**config.mk**
```make
export PLATFORM = sky130hd
export DESIGN_NAME = ssi_shifter
export DESIGN_NICKNAME = d
export VERILOG_FILES = /design/src/ssi_pkg.sv /design/src/ssi_word_if.sv /design/src/ssi_buffer.sv /design/src/ssi_shifter.sv
export SDC_FILE = /design/constraint.sdc
export NUM_CORES = 1
export LEC_CHECK = 0
export BUFFER_PORTS_ARGS = -buffer_cell sky130_fd_sc_hd__buf_2
export CAP_MARGIN = 40
export CORE_ASPECT_RATIO = 1.4
export CORE_MARGIN = 2
export CORE_UTILIZATION = 30
export CTS_BUF_LIST = sky130_fd_sc_hd__clkbuf_4
export DETAILED_ROUTE_END_ITERATION = 16
export PLACE_DENSITY = 0.43
export SLEW_MARGIN = 15
export SYNTH_ARGS = -nofsm -noshare
export SYNTH_HDL_FRONTEND = slang
export SYNTH_SLANG_ARGS = --single-unit
```
**constraint.sdc**
```tcl
create_clock -name clk_i -period 2.1 [get_ports clk_i]
set_input_delay 0.42 -clock clk_i [delete_from_list [all_inputs] [get_ports clk_i]]
set_output_delay 0.42 -clock clk_i [all_outputs]
set_load 0.02 [all_outputs]
```
**src/ssi_pkg.sv**
```systemverilog
/*
  package for the switch input shifter: widths, buffer depth, sync depth.
  assumes nothing of its surroundings.
*/
package ssi_pkg;
  // =========================================================
  // widths and counts
  localparam int SSI_WIDE_INPUTS = 16;
  localparam int SSI_NARROW_INPUTS = 8;
  localparam int SSI_SYNC_STAGES = 2;
  localparam int SSI_BUF_DEPTH = 2;
  localparam logic SSI_LINE_IDLE = 1'b1;
  localparam logic [1:0] SSI_EDGE_RISE = 2'b01;
  localparam logic [1:0] SSI_EDGE_FALL = 2'b10;
  localparam logic [1:0] SSI_SYNC_RESET = 2'b11;

  typedef enum logic [1:0] {
    SSI_IDLE = 2'b00,
    SSI_WAIT_LOAD = 2'b01,
    SSI_SHIFT = 2'b10
  } ssi_state_t;
endpackage

```
**src/ssi_word_if.sv**
```systemverilog
/*
  valid/ready word channel between the shifter core and its buffer.
  assumes one clock shared by both ends.
*/
`timescale 1ns/1ps
interface ssi_word_if #(parameter int WIDTH = 16);
  logic valid;
  logic ready;
  logic [WIDTH-1:0] data;
  modport source (output valid, output data, input ready);
  modport sink (input valid, input data, output ready);
endinterface

```
**src/ssi_buffer.sv**
```systemverilog
/*
  two-entry buffer holding captured snapshots on their way to the shift
  register; read data come from a register.
  assumes source and sink run on clk_i.
*/
`timescale 1ns/1ps
module ssi_buffer
  import ssi_pkg::*;
#(
  parameter int WIDTH = 16
) (
  // clock and reset
  input wire logic clk_i,
  input wire logic reset_i,
  // filling side
  ssi_word_if.sink wr,
  // draining side
  output logic out_valid_o,
  input wire logic out_ready_i,
  output logic [WIDTH-1:0] out_data_o
);
  // =========================================================
  // storage
  logic [WIDTH-1:0] mem [SSI_BUF_DEPTH];
  logic wr_ptr;
  logic rd_ptr;
  logic [1:0] count;
  wire push = wr.valid && wr.ready;
  wire pop = out_valid_o && out_ready_i;

  assign wr.ready = (count != 2'(SSI_BUF_DEPTH));
  assign out_valid_o = (count != 2'd0);

  always_ff @(posedge clk_i) begin
    if (push) begin
      mem[wr_ptr] <= wr.data;
    end
  end

  always_ff @(posedge clk_i) begin
    if (reset_i) begin
      wr_ptr <= 1'b0;
      rd_ptr <= 1'b0;
      count <= 2'd0;
    end else begin
      wr_ptr <= wr_ptr ^ push;
      rd_ptr <= rd_ptr ^ pop;
      count <= count + {1'b0, push} - {1'b0, pop};
    end
  end

  // registered read data: next word after a pop, else current head
  wire rd_sel = rd_ptr ^ pop;
  wire [WIDTH-1:0] head = push && (count == 2'd0 || (pop && count == 2'd1))
    ? wr.data : mem[rd_sel];
  always_ff @(posedge clk_i) begin
    if (reset_i) begin
      out_data_o <= '0;
    end else begin
      out_data_o <= head;
    end
  end
endmodule

```
**src/ssi_shifter.sv**
```systemverilog
/*
  serial switch input shifter: snapshots switch inputs on chip select
  falling, shifts them out msb first, raises an open-drain change interrupt.
  assumes serial pins are asynchronous to clk_i and slow enough (serial
  clock at most 5 MHz) to be oversampled by the 40 MHz clock.
*/
// Operation
// - a falling chip select captures all switch inputs as one snapshot.
// - that same falling chip select drops any pending interrupt.
// - with chip select low, rising serial clocks load then shift out.
// - serial data in is sampled on falling serial clock while selected.
// - interrupt rises when live inputs differ from the snapshot.
// - input count is a parameter, sixteen wide or eight narrow.
// - with interrupt enable low the interrupt pin is released.
// - the interrupt is open-drain, active low, pulling low only.
// - serial data out is driven only while selected.
// - chip select is active low and gates all serial activity.
// - first rising edge loads and shows the msb, later ones shift.
// - the interrupt clears when live inputs match the snapshot again.
// - bits shifted in reappear at serial data out for chaining.
`timescale 1ns/1ps
module ssi_shifter
  import ssi_pkg::*;
#(
  parameter int NUM_INPUTS = SSI_WIDE_INPUTS
) (
  // clock and reset
  input wire logic clk_i,
  input wire logic reset_i,
  // switch inputs
  input wire logic [NUM_INPUTS-1:0] switch_input_i,
  // serial link
  input wire logic chip_select_n_i,
  input wire logic serial_clock_i,
  input wire logic serial_data_in_i,
  output logic serial_data_out_o,
  output logic serial_data_out_oe_o,
  // interrupt
  input wire logic int_enable_i,
  output logic int_n_o,
  output logic int_n_oe_o
);
  // =========================================================
  // input synchronisers
  logic [NUM_INPUTS-1:0] sw_meta;
  logic [NUM_INPUTS-1:0] sw_sync;
  logic [1:0] cs_meta;
  logic [1:0] sck_meta;
  logic sdi_meta;
  logic sdi_sync;
  logic en_meta;
  logic en_sync;
  logic [1:0] cs_hist;
  logic [1:0] sck_hist;

  always_ff @(posedge clk_i) begin
    sw_meta <= switch_input_i;
    sw_sync <= sw_meta;
    sdi_meta <= serial_data_in_i;
    sdi_sync <= sdi_meta;
    en_meta <= int_enable_i;
    en_sync <= en_meta;
  end

  // chip select and serial clock restart at their idle levels, so no
  // false edge is seen right after reset
  always_ff @(posedge clk_i) begin
    if (reset_i) begin
      cs_meta <= SSI_SYNC_RESET;
      sck_meta <= 2'b00;
      cs_hist <= SSI_SYNC_RESET;
      sck_hist <= 2'b00;
    end else begin
      cs_meta <= {cs_meta[0], chip_select_n_i};
      sck_meta <= {sck_meta[0], serial_clock_i};
      cs_hist <= {cs_hist[0], cs_meta[1]};
      sck_hist <= {sck_hist[0], sck_meta[1]};
    end
  end

  // =========================================================
  // edge decode
  function automatic logic edge_seen(input logic [1:0] hist,
                                     input logic [1:0] code);
    return hist == code;
  endfunction

  wire cs_fall = edge_seen(cs_hist, SSI_EDGE_FALL);
  wire selected = !cs_hist[0];
  wire sck_rise = edge_seen(sck_hist, SSI_EDGE_RISE) && selected;
  wire sck_fall = edge_seen(sck_hist, SSI_EDGE_FALL) && selected;

  // =========================================================
  // snapshot and buffer
  logic [NUM_INPUTS-1:0] snapshot;
  logic snap_pending;
  logic [NUM_INPUTS-1:0] shreg;
  logic out_bit;
  logic sdi_hold;
  logic buf_valid;
  logic buf_ready;
  logic [NUM_INPUTS-1:0] buf_data;
  ssi_state_t state;
  ssi_state_t next_state;

  ssi_word_if #(.WIDTH(NUM_INPUTS)) snap_ch ();

  assign snap_ch.valid = snap_pending;
  assign snap_ch.data = snapshot;

  always_ff @(posedge clk_i) begin
    if (reset_i) begin
      snapshot <= '0;
      snap_pending <= 1'b0;
    end else if (cs_fall) begin
      snapshot <= sw_sync;
      snap_pending <= 1'b1;
    end else if (snap_ch.ready) begin
      snap_pending <= 1'b0;
    end
  end

  // the buffer lets a snapshot wait for the load edge without loss
  ssi_buffer #(.WIDTH(NUM_INPUTS)) u_buffer (
    .clk_i(clk_i),
    .reset_i(reset_i),
    .wr(snap_ch.sink),
    .out_valid_o(buf_valid),
    .out_ready_i(buf_ready),
    .out_data_o(buf_data)
  );

  // drain one word per frame at the load edge; stale words drop at deselect
  wire load_now = (state == SSI_WAIT_LOAD) && sck_rise && buf_valid;
  assign buf_ready = load_now || (!selected && buf_valid && !snap_pending);

  // =========================================================
  // frame state
  // deselect ends a frame from any state, so a cut frame never leaves
  // the shifter armed for a stray load
  always_comb begin
    next_state = state;
    unique case (state)
      SSI_IDLE: if (cs_fall) next_state = SSI_WAIT_LOAD;
      SSI_WAIT_LOAD: begin
        if (!selected) next_state = SSI_IDLE;
        else if (load_now) next_state = SSI_SHIFT;
      end
      SSI_SHIFT: if (!selected) next_state = SSI_IDLE;
      default: next_state = SSI_IDLE;
    endcase
  end

  always_ff @(posedge clk_i) begin
    if (reset_i) begin
      state <= SSI_IDLE;
    end else begin
      state <= next_state;
    end
  end

  // =========================================================
  // shift register
  // falling edges park serial data in until the next shift, so the
  // lowest snapshot bit is not overwritten before it leaves
  wire shift_now = (state == SSI_SHIFT) && sck_rise;
  wire sample_now = (state == SSI_SHIFT) && sck_fall;
  wire [NUM_INPUTS-1:0] shifted = {shreg[NUM_INPUTS-2:0], sdi_hold};

  always_ff @(posedge clk_i) begin
    if (reset_i) begin
      shreg <= '0;
    end else if (load_now) begin
      shreg <= buf_data;
    end else if (shift_now) begin
      shreg <= shifted;
    end
  end

  always_ff @(posedge clk_i) begin
    if (reset_i) begin
      sdi_hold <= 1'b0;
    end else if (sample_now) begin
      sdi_hold <= sdi_sync;
    end
  end

  // output bit is cleared between frames so each frame starts at 0
  always_ff @(posedge clk_i) begin
    if (reset_i) begin
      out_bit <= 1'b0;
    end else if (load_now) begin
      out_bit <= buf_data[NUM_INPUTS-1];
    end else if (shift_now) begin
      out_bit <= shreg[NUM_INPUTS-2];
    end else if (!selected) begin
      out_bit <= 1'b0;
    end
  end

  // =========================================================
  // interrupt
  // a level, not a sticky flag: a falling chip select drops it for a
  // cycle, then it follows the compare against the fresh snapshot
  logic int_active;
  wire differ = (sw_sync != snapshot);
  always_ff @(posedge clk_i) begin
    if (reset_i) begin
      int_active <= 1'b0;
    end else if (cs_fall) begin
      int_active <= 1'b0;
    end else begin
      int_active <= differ && en_sync;
    end
  end

  assign int_n_o = 1'b0;
  assign int_n_oe_o = int_active;
  assign serial_data_out_o = out_bit;
  assign serial_data_out_oe_o = selected;
endmodule

```
Word level (Yosys, flattened, before mapping)
Memories as Yosys holds them, arrays and structs flattened.
Index checks and enable logic that the tools add are counted.
- flip-flop bits (word level): 101
- RAM bits: 32
- input port bits: 22
- memories: 1
- $add $sub $neg: 2
- equality and inequality tests: 11
- multiplexer cells: 15
- bitwise logic cells: 2
- reduce and logical (&&, ||, !) cells: 25
- memories (memory ; depth ; bits a word ; rd ports ; clocked after memory_dff ; write ports ; RTL line ; source):
    u_buffer.mem ; 2 ; 16 ; 1 ; 0 ; 1 ; ssi_buffer.sv:24 ; logic [WIDTH-1:0] mem [SSI_BUF_DEPTH];
- operators by type and width (kind ; number):
    two-way mux 15 bit ; 2
    two-way mux 16 bit ; 1
    inequality test 16 bit ; 1
    logical AND 1 bit ; 13
    two-way mux 2 bit ; 4
    two-way mux 1 bit ; 7
    == test 2 x 1 -> 1 bit, second input constant ; 3
    == test 2 bit, second input constant ; 3
    inequality test 2 bit, second input constant ; 3
    one-hot mux 2 bit (3 select lines) ; 1
    nonzero test 2 bit ; 3
    logical NOT 2 bit ; 2
    inequality test 3 bit, second input constant ; 1
    AND reduction 3 bit ; 1
    nonzero test 3 bit ; 1
    adder 2 x 1 -> 2 bit ; 1
    logical NOT 1 bit ; 2
    logical OR 1 bit ; 2
    OR reduction 2 bit ; 1
    subtractor 2 x 1 -> 2 bit ; 1
    XOR 1 bit ; 2

Longest topological paths before layout
- depth after elaboration: 10
- gate-level depth with buffers: 9
- gate-level depth less buffers: 9

Cells and area by module
From an unflattened synthesis, not the netlist that was laid out.
- cells, all modules: 399
- area total of the unflattened synthesis: 4850.9 µm²
- modules (own cells, without submodules) (module ; times used ; cells each ; area an instance (µm²) ; seq. area each (µm²)):
    ssi_shifter ; 1 ; 228 ; 2488.6 ; 1621.6
    ssi_buffer ; 1 ; 171 ; 2362.3 ; 1361.3

Worst setup path before layout
OpenSTA, ideal clock, no wires.
- kind: flip-flop to flip-flop
- start: reg cs_hist[0]
- end: reg u_buffer.count[1]
- setup time: 128 ps
- data arrival time: 1585 ps
- data required time: 1972 ps
- path slack: 387 ps
- cell stages (with the launch flop): 10
- clock period less this slack: 1713 ps
- path through: dfxtp_1 nor3b_2 nand2_1 a21oi_1 ha_1 inv_1 ha_1 xor2_1 xnor2_1 nor2_1
- word-level cells in the longest chain between the ends: 7
- ends and longest elaborated chain (item ; RTL line ; source):
    from (decl) ; ssi_shifter.sv:53 ; logic [1:0] cs_hist;
    from (signal assigned) ; ssi_shifter.sv:76 ; cs_hist <= {cs_hist[0], cs_meta[1]};
    logical NOT 1 bit ; ssi_shifter.sv:89 ; wire selected = !cs_hist[0];
    logical AND 1 bit ; ssi_shifter.sv:90 ; wire sck_rise = edge_seen(sck_hist, SSI_EDGE_RISE) && selected;
    logical AND 1 bit (2 in series) ; ssi_shifter.sv:134 ; wire load_now = (state == SSI_WAIT_LOAD) && sck_rise && buf_valid;
    logical OR 1 bit * ; ssi_shifter.sv:135 ; assign buf_ready = load_now || (!selected && buf_valid && !snap_pending);
    logical AND 1 bit * ; ssi_buffer.sv:29 ; wire pop = out_valid_o && out_ready_i;
    subtractor 2 x 1 -> 2 bit * ; ssi_buffer.sv:48 ; count <= count + {1'b0, push} - {1'b0, pop};
    to (signal assigned) ; ssi_buffer.sv:48 ;
    to (decl) ; ssi_buffer.sv:27 ; logic [1:0] count;
Mark *: on every way between the ends. The rest lies on a longest branch, timed or not.
A chain may end at the register's enable or synchronous reset.

Worst setup path after layout
- start: reg cs_hist[0]
- end: reg u_buffer.out_data_o[0]
- word-level cells in the longest chain between the ends: 10
- ends and longest elaborated chain (item ; RTL line ; source):
    logical NOT 1 bit ; ssi_shifter.sv:89 ;
    logical AND 1 bit ; ssi_shifter.sv:90 ;
    logical AND 1 bit (2 in series) ; ssi_shifter.sv:134 ;
    logical OR 1 bit * ; ssi_shifter.sv:135 ;
    logical AND 1 bit * ; ssi_buffer.sv:29 ;
    parallel branches: the longest is 3 deep, another holds memory read (2 x 16 bit) ; - ;
    two-way mux 16 bit * ; ssi_buffer.sv:55 ; ? wr.data : mem[rd_sel];
    to (signal assigned) ; ssi_buffer.sv:58 ; out_data_o <= '0;
    to (signal assigned) ; ssi_buffer.sv:60 ; out_data_o <= head;
    to (decl) ; ssi_buffer.sv:20 ; output logic [WIDTH-1:0] out_data_o
Mark *: on every way between the ends.

==> results.sh <==
export IMPL_grt_pass1_wl_um=16450
export IMPL_grt_max_degree=33
export IMPL_clk_path_buf_depth=2
export IMPL_skew_ns=0.02304
export IMPL_io_pin_count=26
export IMPL_synth_main_ff_cell="dfxtp_1"
export IMPL_crit_family="buffers and inverters"
export IMPL_rows=55
export IMPL_rsz0062_at_grt="no"
export IMPL_r2r_slack_ns=0.17
export IMPL_ff_latch_area_mm2=0.002983
export IMPL_worst_setup_path_end_kind="flip-flop"
export IMPL_maxSlewHeadroom=0.4917
export IMPL_yosysMostFrequentCell="dfxtp_1"
export IMPL_place_area_mm2=0.005202
export IMPL_drt_first_pass_iters=4
export IMPL_cts_tree="built"
export IMPL_worst_path_stages=6
export IMPL_cts_root_buf="clkbuf_4"
export IMPL_r2r_start="cs_hist[0]$_SDFF_PP1_"
export IMPL_finalHoldViolCount=0
export IMPL_dieArea_mm2=0.01732
export IMPL_synth_edf_count=32
export IMPL_slowest_delay_ns=0.40
export IMPL_synthTopCellsByCount="101 x dfxtp_1, 78 x nand2_1, 37 x inv_1"
export IMPL_fmax_mhz=517.0
export IMPL_path_buf_inv=2
export IMPL_clock_latency_ns=0.54
export IMPL_path_max_fanout=22
export IMPL_powerDensity_mw_per_mm2=941.7
export IMPL_worstPathCellList="nor3b_2, buf_4, nor3b_4, o22a_1, buf_4, o221ai_1"
export IMPL_htree_levels=4
export IMPL_final_cell_count_no_fill=704
export IMPL_ant_nets=0
export IMPL_setup_tns_ns=0
export IMPL_dp_hpwl_um=6570
export IMPL_first_global_vias=3252
export IMPL_die_y_um=154.9
export IMPL_numCtsBuffers=17
export IMPL_status="complete, no violations"
export IMPL_track_usage=0.1205
export IMPL_drive_above_1_share=0.1806
export IMPL_cp_arrival_ns=2.32
export IMPL_wl_um=9887
export IMPL_finalInstanceArea_mm2=0.005680
export IMPL_cap_violations=0
export IMPL_fin_nets=517
export IMPL_rr_worst_depth=6
export IMPL_drc_errors=0
export IMPL_synth_cells=447
export IMPL_place_gp_congestion=0.7624
export IMPL_synth_top_area_frac=0.4141
export IMPL_hold_path_class="input pin to flip-flop"
export IMPL_vdd_ir_drop_max_v=0.0004451
export IMPL_hold_path_startpoint="chip_select_n_i"
export IMPL_core_mm2=0.01603
export IMPL_avgSynthCellArea_um2=10.92
export IMPL_dp_cells=652
export IMPL_synthTopCellsByArea="dfxtp_1 41%, edfxtp_1 20%, nand2_1 6.0%, o221ai_1 3.9%, o221ai_2 3.1%"
export IMPL_fillers=1621
export IMPL_grt_antenna_before_repair=1
export IMPL_finalSetupViolations=0
export IMPL_cts_setup_buffers=0
export IMPL_path_class="flip-flop to flip-flop"
export IMPL_ys_warn_count=0
export IMPL_crit_required_ns=2.49
export IMPL_whs_path_depth=2
export IMPL_routed_via_density=4.635
export IMPL_worstMarginPinSlew_ns=0.7625
export IMPL_post_route_period_util=0.9210
export IMPL_clock_sinks=133
export IMPL_synth_seq_cells=133
export IMPL_start_util=0.3045
export IMPL_syn_area_mm2=0.004882
export IMPL_wire_per_inst_um=14.04
export IMPL_r2r_end="u_buffer.out_data_o[0]$_SDFF_PP0_"
export IMPL_areaGrowthSynthToFinish_pct=16.35
export IMPL_multi_input_area_mm2=0.001615
export IMPL_synth_nets=473
export IMPL_ys_types=43
export IMPL_port_buffer_count=24
export IMPL_hold_end="cs_meta[0]$_SDFF_PP1_"
export IMPL_clk_pin_slew_ns=0.14
export IMPL_synth_async_reset_ratio=0
export IMPL_overflow=0
export IMPL_dieWidth_um=111.8
export IMPL_cp_start_kind="flip-flop"
export IMPL_drt_initial_drc_count=124
export IMPL_cpMostUsedCell="buf_4"
export IMPL_slew_viol_final=0
export IMPL_yosysSeqAreaShare=0.6110
export IMPL_leakagePower_nw=2.025
export IMPL_yosysTopAreaCell="dfxtp_1"
export IMPL_vias=3263
export IMPL_fin_crit_ns=1.934
export IMPL_crit_path_top_delay_cell="dfxtp_1"
==> per-layer routing <==
layer  track usage  up-vias  wire, um
met2        0.2023       46      5040
li1              -     1671         -
met5             0        -         0
met4       0.05232        0       132
met1        0.1444     1536      4454
met3       0.03350       10       259
==> final cells by class <==
cell class / instances / share of cell area
Antenna cell: 1 / 0.0004405
Clock buffer: 17 / 0.02247
Clock inverter: 15 / 0.02797
Inverter: 37 / 0.02445
Multi-Input combinational cell: 246 / 0.2844
Sequential cell: 133 / 0.5251
Tap cell: 199 / 0.04383
Timing Repair Buffer: 56 / 0.07137
==> how the worst max path moves through the flow <==
stage	slack, ns	from	to
finish	0.17	cs_hist[0]$_SDFF_PP1_	u_buffer.out_data_o[0]$_SDFF_PP0_
global route	0.004	cs_hist[0]$_SDFF_PP1_	u_buffer.out_data_o[2]$_SDFF_PP0_
CTS	0.13	cs_hist[0]$_SDFF_PP1_	shreg[10]$_SDFFE_PP0P_
detailed placement	0.17	cs_hist[0]$_SDFF_PP1_	shreg[0]$_SDFFE_PP0P_
global placement	0.24	state[0]$_SDFFE_PP0P_	u_buffer.out_data_o[0]$_SDFF_PP0_
floorplan	0.39	cs_hist[0]$_SDFF_PP1_	u_buffer.count[1]$_SDFF_PP0_
==> cell usage in the layout (no fill, tap or decap), types with 2 or more instances in the layout <==
cell type,instances
dlygate4sd3_1,18
clkbuf_4,17
nand2b_1,2
nand3_1,2
a311oi_1,14
clkinv_8,2
nand3b_1,2
nand2_1,78
buf_4,14
dfxtp_1,101
o221ai_2,10
nor3b_2,2
a21oi_1,23
ha_1,4
a22oi_1,2
o221ai_1,22
nor2b_1,7
buf_2,24
inv_8,5
nor2_1,18
xnor2_1,17
or2_2,4
edfxtp_1,32
inv_1,37
nand4_1,5
inv_6,6
a2111oi_0,16
clkinv_4,2
==> per-stage QoR <==
step	worst slack (ns)	util	power [mW]	hold WS, ns
global placement	0.2402	0.3245	3.699	0.3109
global route	0.003663	0.3543	5.664	0.01526
floorplan	0.3870	-	3.538	0.3096
CTS	0.1341	0.3536	5.445	0.01681
detailed placement	0.1707	0.3245	3.711	0.3121
finish	0.1659	0.3543	5.349	0.06235
==> power breakdown <==
| part | internal [mW] | switching, mW |
|---|---|---|
| registers | 2.81 | 0.103 |
| logic | 0.315 | 0.448 |
| clock network | 0.552 | 1.12 |
| total | 3.67 | 1.68 |
==> kinds of logic after synthesis <==
| group | count (synthesis) | synth area share |
|---|---|---|
| flops | 133 | 0.6110 |
| simple gates | 129 | 0.1240 |
| compound gates | 93 | 0.1612 |
| buf+inv | 68 | 0.05843 |
| xor+xnor | 18 | 0.03229 |
| fa+ha+maj | 4 | 0.01025 |
| other cells | 1 | 0.0007681 |
| mux | 1 | 0.002050 |
==> state kept, by name, indices dropped and copies added, names as in the netlist, 15 cells and up <==
register and cells:
u_buffer.out_data_o 16, sw_meta 16, snap_ch.data 16, sw_sync 16
u_buffer.mem 32, shreg 15
==> repair_timing <==
action	CTS	global route
gates resized for setup	0	1
setup endpoints to repair	0	8
hold buffers	18	0
hold endpoints to repair	18	0
Power figures use the tool's default switching activity.
